## config.mk

```make
export PLATFORM = sky130hd
export DESIGN_NAME = ivs_top
export DESIGN_NICKNAME = d
export VERILOG_FILES = /design/src/logic/ivs_sync2.v /design/src/logic/ivs_retry_timer.v /design/src/logic/ivs_top.v
export VERILOG_INCLUDE_DIRS = /design/src /design/src/logic
export SDC_FILE = /design/constraint.sdc
export NUM_CORES = 1
export LEC_CHECK = 0
export ABC_AREA = 1
export ABC_CLOCK_PERIOD_IN_PS = 2410
export BUFFER_PORTS_ARGS = -buffer_cell sky130_fd_sc_hd__buf_2
export CAP_MARGIN = 20
export CORE_ASPECT_RATIO = 1.25
export CORE_MARGIN = 4
export CORE_UTILIZATION = 50
export CTS_BUF_LIST = sky130_fd_sc_hd__clkbuf_8 sky130_fd_sc_hd__clkbuf_16
export DETAILED_ROUTE_END_ITERATION = 7
export GPL_ROUTABILITY_DRIVEN = 0
export GPL_TIMING_DRIVEN = 0
export HOLD_SLACK_MARGIN = 0.08
export PLACE_DENSITY = 0.67
export SYNTH_ARGS = -nofsm -noshare
export SYNTH_HDL_FRONTEND = slang
export SYNTH_SLANG_ARGS = --single-unit
```

## constraint.sdc

```tcl
create_clock -name clock_i -period 2.41 [get_ports clock_i]
set_input_delay 0.482 -clock clock_i [delete_from_list [all_inputs] [get_ports clock_i]]
set_output_delay 0.482 -clock clock_i [all_outputs]
set_load 0.01 [all_outputs]
```

## src/logic/ivs_defs.vh

```
// constants for the input voltage fault supervisor
`ifndef IVS_DEFS_VH
`define IVS_DEFS_VH

// command codes (register offsets)
`define IVS_CMD_OV_LIMIT 8'h55
`define IVS_CMD_OV_REACT 8'h56
`define IVS_CMD_UV_LIMIT 8'h59

// reaction byte fields
`define IVS_RESP_HI 7
`define IVS_RESP_LO 6
`define IVS_RETRY_HI 5
`define IVS_RETRY_LO 3
`define IVS_DELAY_HI 2
`define IVS_DELAY_LO 0
`define IVS_RESP_DISABLE 2'h2
`define IVS_RETRY_NONE 3'h0
`define IVS_RETRY_ALWAYS 3'h7

// linear format: 11-bit signed mantissa, 5-bit exponent on top
`define IVS_MANT_HI 10
`define IVS_EXP_LO 11
`define IVS_EXP_M3 5'h1D

// reset values: 60 V, 40 V at exponent -3, disable without retry
`define IVS_OV_LIMIT_RST 16'hE9E0
`define IVS_UV_LIMIT_RST 16'hE940
`define IVS_OV_REACT_RST 8'h80

// timing
`define IVS_CLK_PERIOD_NS 5
`define IVS_DELAY_UNIT_MS 200
`define IVS_DELAY_UNIT_CYC ((`IVS_DELAY_UNIT_MS * 1000000) / `IVS_CLK_PERIOD_NS)

// default bus address of the supervisor
`define IVS_BUS_ADDR 7'h40

`endif

```

## src/logic/ivs_sync2.v

```verilog
// two flip-flop synchroniser for pin inputs
`timescale 1ns/1ps
module ivs_sync2 #(
    parameter WIDTH = 2
) (
    input wire clock_i,
    input wire reset_n_i,
    input wire [WIDTH-1:0] async_i,
    output wire [WIDTH-1:0] sync_o
);
    reg [WIDTH-1:0] meta_r;
    reg [WIDTH-1:0] sync_r;

    // idle bus level is high, so both stages reset high
    always @(posedge clock_i or negedge reset_n_i)
    begin
        if (!reset_n_i)
        begin
            meta_r <= {WIDTH{1'b1}};
            sync_r <= {WIDTH{1'b1}};
        end
        else
        begin
            meta_r <= async_i;
            sync_r <= meta_r;
        end
    end

    assign sync_o = sync_r;
endmodule

```

## src/logic/ivs_retry_timer.v

```verilog
// restart delay timer counted in whole delay units
`timescale 1ns/1ps
module ivs_retry_timer #(
    parameter UNIT_CYCLES = 40000000
) (
    input wire clock_i,
    input wire reset_n_i,
    input wire start_i,
    input wire [2:0] units_i,
    output wire done_o
);
    localparam [31:0] LAST_CYC = UNIT_CYCLES - 1;

    reg [31:0] cyc_r;
    reg [2:0] left_r;
    reg busy_r;
    reg done_r;

    always @(posedge clock_i or negedge reset_n_i)
    begin
        if (!reset_n_i)
        begin
            cyc_r <= 32'h0;
            left_r <= 3'h0;
            busy_r <= 1'b0;
            done_r <= 1'b0;
        end
        else if (start_i)
        begin
            cyc_r <= 32'h0;
            left_r <= units_i;
            busy_r <= 1'b1;
            done_r <= 1'b0;
        end
        else
        begin
            done_r <= 1'b0;
            if (busy_r)
            begin
                if (left_r == 3'h0)
                begin
                    busy_r <= 1'b0;
                    done_r <= 1'b1;
                end
                else if (cyc_r == LAST_CYC)
                begin
                    cyc_r <= 32'h0;
                    left_r <= left_r - 3'h1;
                end
                else
                begin
                    cyc_r <= cyc_r + 32'h1;
                end
            end
        end
    end

    assign done_o = done_r;
endmodule

```

## src/logic/ivs_top.v

```verilog
// input voltage fault supervisor with its bus command slave
`timescale 1ns/1ps
`include "ivs_defs.vh"

module ivs_top #(
    parameter [6:0] BUS_ADDR = `IVS_BUS_ADDR,
    parameter DELAY_UNIT_CYCLES = `IVS_DELAY_UNIT_CYC
) (
    input wire clock_i,
    input wire reset_n_i,
    input wire scl_i,
    input wire sda_i,
    output wire sda_o,
    output wire sda_oe_o,
    input wire [15:0] vin_meas_i,
    input wire vin_valid_i,
    input wire on_cmd_i,
    input wire bias_ok_i,
    input wire other_fault_i,
    input wire power_good_i,
    input wire clear_faults_i,
    output wire output_enable_o,
    output wire vin_ov_flag_o,
    output wire vin_uv_flag_o,
    output wire fault_latched_o
);
    localparam [3:0] P_IDLE = 4'h0;
    localparam [3:0] P_ADDR = 4'h1;
    localparam [3:0] P_AACK = 4'h2;
    localparam [3:0] P_CMD = 4'h3;
    localparam [3:0] P_WR = 4'h4;
    localparam [3:0] P_WACK = 4'h5;
    localparam [3:0] P_RD = 4'h6;
    localparam [3:0] P_RACK = 4'h7;
    localparam [3:0] P_RLD = 4'h8;

    localparam [2:0] F_OFF = 3'h0;
    localparam [2:0] F_RUN = 3'h1;
    localparam [2:0] F_WAIT = 3'h2;
    localparam [2:0] F_TRY = 3'h3;
    localparam [2:0] F_HOLD = 3'h4;

    // bytes a command carries; zero marks an unknown command
    function [1:0] cmd_bytes;
        input [7:0] cmd;
        begin
            case (cmd)
                `IVS_CMD_OV_LIMIT: cmd_bytes = 2'h2;
                `IVS_CMD_UV_LIMIT: cmd_bytes = 2'h2;
                `IVS_CMD_OV_REACT: cmd_bytes = 2'h1;
                default: cmd_bytes = 2'h0;
            endcase
        end
    endfunction

    // low byte first; bytes past the register read as all ones
    function [7:0] pick_byte;
        input [15:0] word;
        input [1:0] idx;
        input [1:0] nbytes;
        begin
            if (idx >= nbytes)
                pick_byte = 8'hFF;
            else if (idx == 2'h0)
                pick_byte = word[7:0];
            else
                pick_byte = word[15:8];
        end
    endfunction

    // strict signed compare of the mantissas, both at exponent -3
    function above;
        input [15:0] a;
        input [15:0] b;
        begin
            above = $signed(a[`IVS_MANT_HI:0]) > $signed(b[`IVS_MANT_HI:0]);
        end
    endfunction

    wire [1:0] pins_s;
    reg scl_d_r;
    reg sda_d_r;

    ivs_sync2 #(
        .WIDTH(2)
    ) u_sync (
        .clock_i(clock_i),
        .reset_n_i(reset_n_i),
        .async_i({scl_i, sda_i}),
        .sync_o(pins_s)
    );

    wire scl_s = pins_s[1];
    wire sda_s = pins_s[0];
    wire scl_rise = scl_s & ~scl_d_r;
    wire scl_fall = ~scl_s & scl_d_r;
    wire bus_start = scl_s & scl_d_r & sda_d_r & ~sda_s;
    wire bus_stop = scl_s & scl_d_r & ~sda_d_r & sda_s;

    reg [15:0] ov_limit_r;
    reg [15:0] uv_limit_r;
    reg [7:0] ov_react_r;
    reg [3:0] ps_r;
    reg [7:0] shift_r;
    reg [2:0] bit_cnt_r;
    reg [7:0] cmd_r;
    reg [1:0] idx_r;
    reg [7:0] wbuf_r;
    reg rw_r;
    reg ack_ok_r;
    reg ack_ph_r;
    reg sda_oe_r;

    wire [7:0] byte_in = {shift_r[6:0], sda_s};
    reg [15:0] sel_word;

    always @*
    begin
        case (cmd_r)
            `IVS_CMD_OV_LIMIT: sel_word = ov_limit_r;
            `IVS_CMD_UV_LIMIT: sel_word = uv_limit_r;
            `IVS_CMD_OV_REACT: sel_word = {8'h00, ov_react_r};
            default: sel_word = 16'hFFFF;
        endcase
    end

    wire [7:0] rd_byte = pick_byte(sel_word, idx_r, cmd_bytes(cmd_r));

    // bus slave: bits sampled on the rising clock edge, driven after the falling one
    always @(posedge clock_i or negedge reset_n_i)
    begin
        if (!reset_n_i)
        begin
            scl_d_r <= 1'b1;
            sda_d_r <= 1'b1;
            ov_limit_r <= `IVS_OV_LIMIT_RST;
            uv_limit_r <= `IVS_UV_LIMIT_RST;
            ov_react_r <= `IVS_OV_REACT_RST;
            ps_r <= P_IDLE;
            shift_r <= 8'h00;
            bit_cnt_r <= 3'h0;
            cmd_r <= 8'h00;
            idx_r <= 2'h0;
            wbuf_r <= 8'h00;
            rw_r <= 1'b0;
            ack_ok_r <= 1'b0;
            ack_ph_r <= 1'b0;
            sda_oe_r <= 1'b0;
        end
        else
        begin
            scl_d_r <= scl_s;
            sda_d_r <= sda_s;
            if (bus_start)
            begin
                ps_r <= P_ADDR;
                bit_cnt_r <= 3'h0;
                idx_r <= 2'h0;
                ack_ph_r <= 1'b0;
                sda_oe_r <= 1'b0;
            end
            else if (bus_stop)
            begin
                ps_r <= P_IDLE;
                sda_oe_r <= 1'b0;
            end
            else
            begin
                case (ps_r)
                    P_ADDR, P_CMD, P_WR:
                    begin
                        if (scl_rise)
                        begin
                            shift_r <= byte_in;
                            bit_cnt_r <= bit_cnt_r + 3'h1;
                            if (bit_cnt_r == 3'h7)
                            begin
                                ack_ph_r <= 1'b0;
                                if (ps_r == P_ADDR)
                                begin
                                    ack_ok_r <= (byte_in[7:1] == BUS_ADDR);
                                    rw_r <= byte_in[0];
                                    ps_r <= P_AACK;
                                end
                                else if (ps_r == P_CMD)
                                begin
                                    cmd_r <= byte_in;
                                    idx_r <= 2'h0;
                                    ack_ok_r <= (cmd_bytes(byte_in) != 2'h0);
                                    ps_r <= P_WACK;
                                end
                                else
                                begin
                                    ack_ok_r <= (idx_r < cmd_bytes(cmd_r));
                                    if (idx_r == 2'h0)
                                        wbuf_r <= byte_in;
                                    if (idx_r != 2'h3)
                                        idx_r <= idx_r + 2'h1;
                                    // limit words committed together on their high byte; the reaction byte at once
                                    if (cmd_r == `IVS_CMD_OV_REACT && idx_r == 2'h0)
                                        ov_react_r <= byte_in;
                                    if (cmd_r == `IVS_CMD_OV_LIMIT && idx_r == 2'h1)
                                        ov_limit_r <= {byte_in, wbuf_r};
                                    if (cmd_r == `IVS_CMD_UV_LIMIT && idx_r == 2'h1)
                                        uv_limit_r <= {byte_in, wbuf_r};
                                    ps_r <= P_WACK;
                                end
                            end
                        end
                    end
                    P_AACK, P_WACK:
                    begin
                        if (scl_fall)
                        begin
                            if (!ack_ph_r)
                            begin
                                ack_ph_r <= 1'b1;
                                sda_oe_r <= ack_ok_r;
                            end
                            else
                            begin
                                ack_ph_r <= 1'b0;
                                bit_cnt_r <= 3'h0;
                                if (!ack_ok_r)
                                begin
                                    sda_oe_r <= 1'b0;
                                    ps_r <= P_IDLE;
                                end
                                else if (ps_r == P_AACK && rw_r)
                                begin
                                    sda_oe_r <= ~rd_byte[7];
                                    shift_r <= {rd_byte[6:0], 1'b0};
                                    ps_r <= P_RD;
                                end
                                else
                                begin
                                    sda_oe_r <= 1'b0;
                                    ps_r <= (ps_r == P_AACK) ? P_CMD : P_WR;
                                end
                            end
                        end
                    end
                    P_RD:
                    begin
                        if (scl_fall)
                        begin
                            sda_oe_r <= ~shift_r[7];
                            shift_r <= {shift_r[6:0], 1'b0};
                        end
                        else if (scl_rise)
                        begin
                            bit_cnt_r <= bit_cnt_r + 3'h1;
                            if (bit_cnt_r == 3'h7)
                            begin
                                ack_ph_r <= 1'b0;
                                ps_r <= P_RACK;
                            end
                        end
                    end
                    P_RACK:
                    begin
                        if (scl_fall && !ack_ph_r)
                        begin
                            sda_oe_r <= 1'b0;
                            ack_ph_r <= 1'b1;
                        end
                        else if (scl_rise && ack_ph_r)
                        begin
                            ack_ph_r <= 1'b0;
                            if (!sda_s)
                            begin
                                if (idx_r != 2'h3)
                                    idx_r <= idx_r + 2'h1;
                                ps_r <= P_RLD;
                            end
                            else
                            begin
                                ps_r <= P_IDLE;
                            end
                        end
                    end
                    P_RLD:
                    begin
                        if (scl_fall)
                        begin
                            sda_oe_r <= ~rd_byte[7];
                            shift_r <= {rd_byte[6:0], 1'b0};
                            bit_cnt_r <= 3'h0;
                            ps_r <= P_RD;
                        end
                    end
                    default:
                    begin
                        sda_oe_r <= 1'b0;
                    end
                endcase
            end
        end
    end

    // fault supervision
    reg [2:0] fs_r;
    reg [2:0] fs_nxt;
    reg [2:0] tries_r;
    reg [2:0] tries_nxt;
    reg out_en_r;
    reg ov_flag_r;
    reg uv_flag_r;
    reg latched_r;
    reg tmr_start;
    wire tmr_done;

    wire [1:0] resp = ov_react_r[`IVS_RESP_HI:`IVS_RESP_LO];
    wire [2:0] retries = ov_react_r[`IVS_RETRY_HI:`IVS_RETRY_LO];
    wire [2:0] delay_units = ov_react_r[`IVS_DELAY_HI:`IVS_DELAY_LO];
    wire ov_trip = out_en_r & vin_valid_i & above(vin_meas_i, ov_limit_r);
    wire uv_trip = out_en_r & vin_valid_i & above(uv_limit_r, vin_meas_i);
    wire stop_req = ~on_cmd_i | ~bias_ok_i | other_fault_i;

    ivs_retry_timer #(
        .UNIT_CYCLES(DELAY_UNIT_CYCLES)
    ) u_timer (
        .clock_i(clock_i),
        .reset_n_i(reset_n_i),
        .start_i(tmr_start),
        .units_i(delay_units),
        .done_o(tmr_done)
    );

    always @*
    begin
        fs_nxt = fs_r;
        tries_nxt = tries_r;
        tmr_start = 1'b0;
        case (fs_r)
            F_OFF:
            begin
                tries_nxt = 3'h0;
                if (!stop_req)
                    fs_nxt = F_RUN;
            end
            F_RUN, F_TRY, F_WAIT:
            begin
                if (stop_req)
                begin
                    fs_nxt = F_OFF;
                    tries_nxt = 3'h0;
                end
                else if (fs_r == F_WAIT)
                begin
                    if (tmr_done)
                    begin
                        fs_nxt = F_TRY;
                        if (retries != `IVS_RETRY_ALWAYS)
                            tries_nxt = tries_r + 3'h1;
                    end
                end
                else if (ov_trip && resp == `IVS_RESP_DISABLE)
                begin
                    if (retries == `IVS_RETRY_NONE)
                        fs_nxt = F_HOLD;
                    else if (retries == `IVS_RETRY_ALWAYS || tries_r < retries)
                    begin
                        fs_nxt = F_WAIT;
                        tmr_start = 1'b1;
                    end
                    else
                        fs_nxt = F_HOLD;
                end
                else if (fs_r == F_TRY && power_good_i)
                begin
                    fs_nxt = F_RUN;
                    tries_nxt = 3'h0;
                end
            end
            F_HOLD:
            begin
                if (clear_faults_i)
                begin
                    fs_nxt = F_OFF;
                    tries_nxt = 3'h0;
                end
            end
            default:
            begin
                fs_nxt = F_OFF;
                tries_nxt = 3'h0;
            end
        endcase
    end

    always @(posedge clock_i or negedge reset_n_i)
    begin
        if (!reset_n_i)
        begin
            fs_r <= F_OFF;
            tries_r <= 3'h0;
            out_en_r <= 1'b0;
            ov_flag_r <= 1'b0;
            uv_flag_r <= 1'b0;
            latched_r <= 1'b0;
        end
        else
        begin
            fs_r <= fs_nxt;
            tries_r <= tries_nxt;
            out_en_r <= (fs_nxt == F_RUN) || (fs_nxt == F_TRY);
            latched_r <= (fs_nxt == F_HOLD);
            // a trip in the clearing cycle keeps its flag
            ov_flag_r <= ov_trip | (ov_flag_r & ~clear_faults_i);
            uv_flag_r <= uv_trip | (uv_flag_r & ~clear_faults_i);
        end
    end

    assign sda_o = 1'b0;
    assign sda_oe_o = sda_oe_r;
    assign output_enable_o = out_en_r;
    assign vin_ov_flag_o = ov_flag_r;
    assign vin_uv_flag_o = uv_flag_r;
    assign fault_latched_o = latched_r;
endmodule

```

# Yosys cells after proc, flatten, opt, wreduce, memory -nomap -nowiden
# Index checks and enable logic that the tools add are counted.
totals:
  output_inout_bits: 6
  elab_cells: 301
  reg_bits: 130
classes:
  reduce_logical: 44
  mux: 124
  n_lt_le_gt_ge: 5
  addsub: 5
  eq_ne: 67
  bitwise: 29
op_table:
  columns: ["cell", "n"]
  rows:
  - ["$mux W32", 4]
  - ["$mux W3", 31]
  - ["$mux W8", 9]
  - ["$ne A4 B4 Y1 const B", 16]
  - ["$mux W4", 13]
  - ["$eq A8 B7 Y1 const B", 6]
  - ["$mux W2", 24]
  - ["$pmux W16 S3", 1]
  - ["$reduce_and A8 Y1", 5]
  - ["$ne A3 B3 Y1 const B", 12]
  - ["$add A32 B1 Y32 const B", 1]
  - ["$eq A32 B26 Y1 const B", 1]
  - ["$mux W1", 32]
  - ["$pmux W8 S4", 1]
  - ["$gt A11 B11 Y1", 2]
  - ["$ne A2 B2 Y1 const B", 11]
  - ["$pmux W4 S5", 1]
  - ["$reduce_and A5 Y1", 4]
  - ["$eq A4 B3 Y1 const B", 4]
  - ["$not A1 Y1", 13]
  - ["$and A1 B1 Y1", 12]
  - ["$eq A3 B3 Y1 const B", 4]
  - ["$pmux W2 S2", 3]
  - ["$pmux W3 S4", 1]
  - ["38 further kinds", 63]

# Longest topological paths before layout
depth:
  word_depth: 13
  mapped_depth: 17
  depth_no_buf: 17

# Cells and area by module
# A second synthesis with hierarchy kept.
unflattened:
  cells_unflattened: 1119
  area_unflattened_um2: 8166.6
modules_own_cells:
  columns: ["mod", "cells_each", "instances", "area_each_um2"]
  rows:
  - ["ivs_top", 729, 1, 5555.3]
  - ["ivs_retry_timer", 386, 1, 2506.2]
  - ["ivs_sync2", 4, 1, 105.1]

# Worst setup path after synthesis
# OpenSTA, ideal clock, no wires.
synth_timing:
  path_kind: "flip-flop to flip-flop"
  startpoint: "reg ov_limit_r[8]"
  endpoint: "reg u_timer.cyc_r[28]"
  path_stages_with_launch: 17
  path_slack_ps: 282
  setup_time_ps: 118
  t_required_ps: 2292
  arrival_ps: 2011
  path_cell_list: "dfstp_2 > inv_1 > ha_1 > nand2_1 > inv_1 > nand2_2 > nor2_2 > nand2_1 > nand3_1 > nand2_1 > nand2_2 > nand3_4 > nor2_4 > nand4_4 > buf_6 > nand3b_1 > nand2_1"
synth_via:
  elab_chain_len: 9
  elab_cells_between_ends: 11
  cone_classes: "1 x order compare; 1 x eq/ne; 5 x mux; 1 x bitwise; 3 x reduce/logical"
synth_rtl:
  columns: ["item", "line", "rtl"]
  rows:
  - ["start: declaration", "ivs_top.v:100", "reg [15:0] ov_limit_r;"]
  - ["start signal: assignment", "ivs_top.v:136", "ov_limit_r <= `IVS_OV_LIMIT_RST;"]
  - ["start signal: assignment", "ivs_top.v:203", "ov_limit_r <= {byte_in, wbuf_r};"]
  - ["$gt A11 B11 Y1 *", "ivs_top.v:76", "above = $signed(a[`IVS_MANT_HI:0]) > $signed(b[`IVS_MANT_HI:0]);"]
  - ["$and A1 B1 Y1 *", "ivs_top.v:316", "wire ov_trip = out_en_r & vin_valid_i & above(vin_meas_i, ov_limit_r);"]
  - ["$logic_and A1 B1 Y1 (no source line) *", null, null]
  - ["$mux W1 *", "ivs_top.v:358", "else if (ov_trip && resp == `IVS_RESP_DISABLE)"]
  - ["$mux W1 *", "ivs_top.v:349", "else if (fs_r == F_WAIT)"]
  - ["$mux W1 *", "ivs_top.v:344", "if (stop_req)"]
  - ["$mux W1 *", "ivs_top.v:335", "case (fs_r)"]
  - ["$ne A2 B2 Y1 (no source line) / $reduce_bool A2 Y1 (equally long branches)", null, null]
  - ["$reduce_and A2 Y1 (no source line)", null, null]
  - ["end signal: assignment", "ivs_retry_timer.v:52", "cyc_r <= cyc_r + 32'h1;"]
  - ["end: declaration", "ivs_retry_timer.v:14", "reg [31:0] cyc_r;"]
# Mark *: on every way between the ends. The rest lies on a longest branch, timed or not.
# A chain may end at the register's enable or synchronous reset.

# Final worst setup path
layout_timing:
  startpoint: "reg ov_limit_r[6]"
  endpoint: "reg u_timer.cyc_r[17]"
# Same word-level chain as after synthesis.

==> summary.txt <==
Data required time of the critical path -> 2.73 ns
Wire length per cell after detailed routing -> 16.04 um
Share of the clock period used by the worst path after layout -> 0.9844
Total GRT Usage -> 0.2452
Data arrival time of the critical path -> 2.69 ns
Number of synthesized flops with an enable pin -> 0
Leading register cell type out of synthesis -> dfrtp_1
Via Count -> 7,384
Wire length after detailed routing -> 21,200 um
Fraction of synthesized cell area taken by the top area cell type -> 0.3455
Number of antenna violations at the first check in global routing -> 0
Most numerous cell on the critical path -> nand2_1
Critical path type -> reg -> reg
Top achievable clock speed -> 0.4215 GHz
Final Hold Viols -> 0
Number of buffers between clock root and the deepest sink -> 2
Half-perimeter wire length of the detailed placement result -> 15,280 um
HP Class -> in -> reg
CTS tree -> built
Leakage -> 4.178 nW
Total DRC errors in the routed layout -> 0
First-pass GRT wire length -> 34,730 um
Critical Path Source Type -> register
Clock latency on the worst-skew pair -> 0.43 ns
Largest voltage drop on the vdd net -> 0.0004249 V
Sequence of cells on the critical path -> inv_2 -> ha_4 -> nand4_1 -> nor2_2 -> nand2_1 -> nand3_1 -> nand2_1 -> nand2_2 -> nand3_4 -> nor2_4 -> nand4_4 -> buf_6 -> nand3_2 -> nand2_1
Number of maximum-capacitance violations -> 0
Number of nets in the final layout -> 1,155
Inserted Diodes -> 0
Total power divided by cell area -> 745.1 nW/um2
Worst Tran Pin Value -> 0.5276 ns
Final count of pins violating max slew -> 0
Crit path capture type -> register
CP peak stage delay -> 0.54 ns
# setup viols final -> 0
Core area -> 15,570 um2
Num ports -> 32
Final setup skew -> 0.005532 ns
Highest fanout seen on the critical path -> 8
Ratio of cells with drive above 1 in the final layout -> 0.1676
Commonest cells in the netlist -> 267 x nand2_1, 118 x inv_1, 109 x dfrtp_1
Cell total after placement -> 1,274
Post-synth design cell area -> 7895 um2
Vias in the first global route -> 7,095
Launch point of the worst path -> ov_limit_r[6]
Die Span Y -> 148.5 um
Leading post-synthesis cells by cell area -> dfrtp_1 35%, nand2_1 13%, dfstp_2 7.0%
Horizontal die dimension -> 120.4 um
R2R Path Start -> ov_limit_r[6]
Average size of a mapped cell -> 7.621 um2
Post-synthesis sequential area ratio -> 0.4154
Die ar. -> 17,880 um2
Grt total ovfl -> 0
Number of port buffers -> 25
Synth Net Count -> 1,094
Library cell occupying the most area in the post-synthesis netlist -> dfrtp_1
Library cell with the highest instance count after synthesis -> nand2_1
Startpoint of the lowest-slack hold path -> sda_i
Outcome -> completed
Placement row count -> 51
Routed Antenna Nets -> 0
Normalized max-slew margin -> 0.6450
Synth Register Bits -> 130
Post-synthesis to final-layout area growth -> 17.69%
Clock buffers created by TritonCTS -> 17
Pre-antenna DRT Iters -> 5
H-Tree Level Count -> 4
Worst-path clk slew -> 0.06 ns
Asr flop ratio synth -> 1.000
RSZ-0062 raised after global routing -> true
Distinct cell type count of the synthesized netlist -> 54
Clock tree sinks -> 130
Maximum number of pins on one net before global-route repair -> 92
Non-filler cells in the finished layout -> 1,322
Number of instances in the synthesized netlist -> 1,036
Initial Utilization -> 0.5071
Cell chosen for the clock root -> clkbuf_16
Total power -> 6.923 mW
Slowest-stage cell, CP -> dfstp_2
Vias per cell -> 5.585
Starting DRC count in detailed routing -> 583
Clock period minus worst slack -> 2.372 ns
Yosys warns -> 0
final timing paths:
path,depth (start not counted),slack (ns),end
setup / recovery,14,0.04,u_timer.cyc_r[17]
hold / removal,1,0.15,u_sync.meta_r[0]
setup reg to reg,14,0.04,u_timer.cyc_r[17]
hold reg to reg,0,0.36,u_sync.sync_o[0]
max in group asynchronous,3,1.11,ov_react_r[7]
min in group asynchronous,2,0.52,bit_cnt_r[0]
registers in the layout, summed over array words and instances (netlist names), 2 cells and up:
| signal | flops |
|---|---|
| u_sync.sync_o | 2 |
| u_timer.cyc_r | 32 |
| shift_r | 8 |
| ov_react_r | 8 |
| u_sync.meta_r | 2 |
| fs_r | 3 |
| ov_limit_r | 16 |
| cmd_r | 8 |
| uv_limit_r | 16 |
| tries_r | 3 |
| bit_cnt_r | 3 |
| wbuf_r | 8 |
| u_timer.left_r | 3 |
| ps_r | 4 |
| idx_r | 2 |
report_power, final:
| group | switching (mW) | internal, mW | leakage (nW) |
|---|---|---|---|
| clock | 1.09 | 1.66 | 0.299 |
| combinational | 1.13 | 0.511 | 2.21 |
| sequential | 0.184 | 2.35 | 1.67 |
| total | 2.40 | 4.52 | 4.18 |
timing repair:
item / CTS / global route
pin swaps: 4 / 20
hold buffers: 1 / 0
setup endpoints to repair: 35 / 94
gates cloned: 2 / 0
resized for setup: 11 / 63
hold endpoints to repair: 31 / 0
setup buffers: 3 / 10
layout make-up:
cell class	count	area [um2]
multi-input combinational	754	4190
clock buffer	17	425.4
sequential	130	3279
fill	1448	6279
buffer	25	145.1
tap	212	265.3
clock inverter	15	197.7
timing repair buffer	42	305.3
inverter	127	483.0
critical path: cells and delay by family (launching register included):
kind	cells	cell delay, ns
buf+inv	2	0.28
fa+ha+maj	1	0.26
simple gates	11	1.16
flops	1	0.54
per-layer routing:
metal | vias to the layer above | GRT usage | wire, um
li1 | 3571 | - | -
met1 | 3493 | 0.2990 | 8843
met2 | 245 | 0.4126 | 10490
met3 | 75 | 0.04184 | 943
met4 | 0 | 0.1344 | 926
met5 | - | 0 | 0
cells in the final DEF, fill, tap and decap left out, types with 5 or more instances in the layout:
| cell | count |
|---|---|
| nor4_1 | 14 |
| nor2_4 | 5 |
| xor2_1 | 19 |
| inv_6 | 5 |
| buf_2 | 29 |
| nand2_2 | 12 |
| nand3_1 | 67 |
| nand3b_1 | 13 |
| inv_1 | 111 |
| clkbuf_2 | 6 |
| nor3_1 | 22 |
| dfstp_2 | 21 |
| buf_4 | 13 |
| xnor2_1 | 12 |
| nand3_2 | 14 |
| clkbuf_1 | 8 |
| o21ai_0 | 70 |
| o211ai_1 | 8 |
| inv_2 | 13 |
| clkbuf_16 | 17 |
| nor2_1 | 78 |
| dfrtp_1 | 109 |
| nor2_2 | 6 |
| ha_1 | 29 |
| a21oi_1 | 38 |
| buf_6 | 8 |
| o21ai_1 | 22 |
| nand2_1 | 258 |
| nand4_1 | 21 |
metrics by stage:
| stage | utilization | instance area, um2 | TNS, ns | hold slack, ns | setup slack [ns] |
|---|---|---|---|---|---|
| floorplan | - | 7895 | 0 | 0.1864 | 0.2817 |
| global placement | 0.5321 | 8285 | -104.32 | 0.3461 | -0.9236 |
| detailed placement | 0.5343 | 8319 | -3.335 | 0.3468 | -0.2171 |
| CTS | 0.5801 | 9032 | -0.03708 | 0.1333 | -0.007579 |
| global route | 0.5968 | 9291 | -2.185 | 0.1410 | -0.1002 |
| finish | 0.5968 | 9291 | 0 | 0.1462 | 0.03751 |
cells by family (layout without fill, tap and decap cells):
logic type,after synthesis,after routing,share of synthesized area
and+or+nand+nor,523,523,0.3029
AOI/OAI and AO/OA,167,167,0.1190
buffers and inverters,152,226,0.07718
DFF,130,130,0.4154
adders and majority gates,32,32,0.05071
xor gates and xnor gates,31,31,0.03439
other,1,1,0.0004750
(Power assumes the default switching activity.)
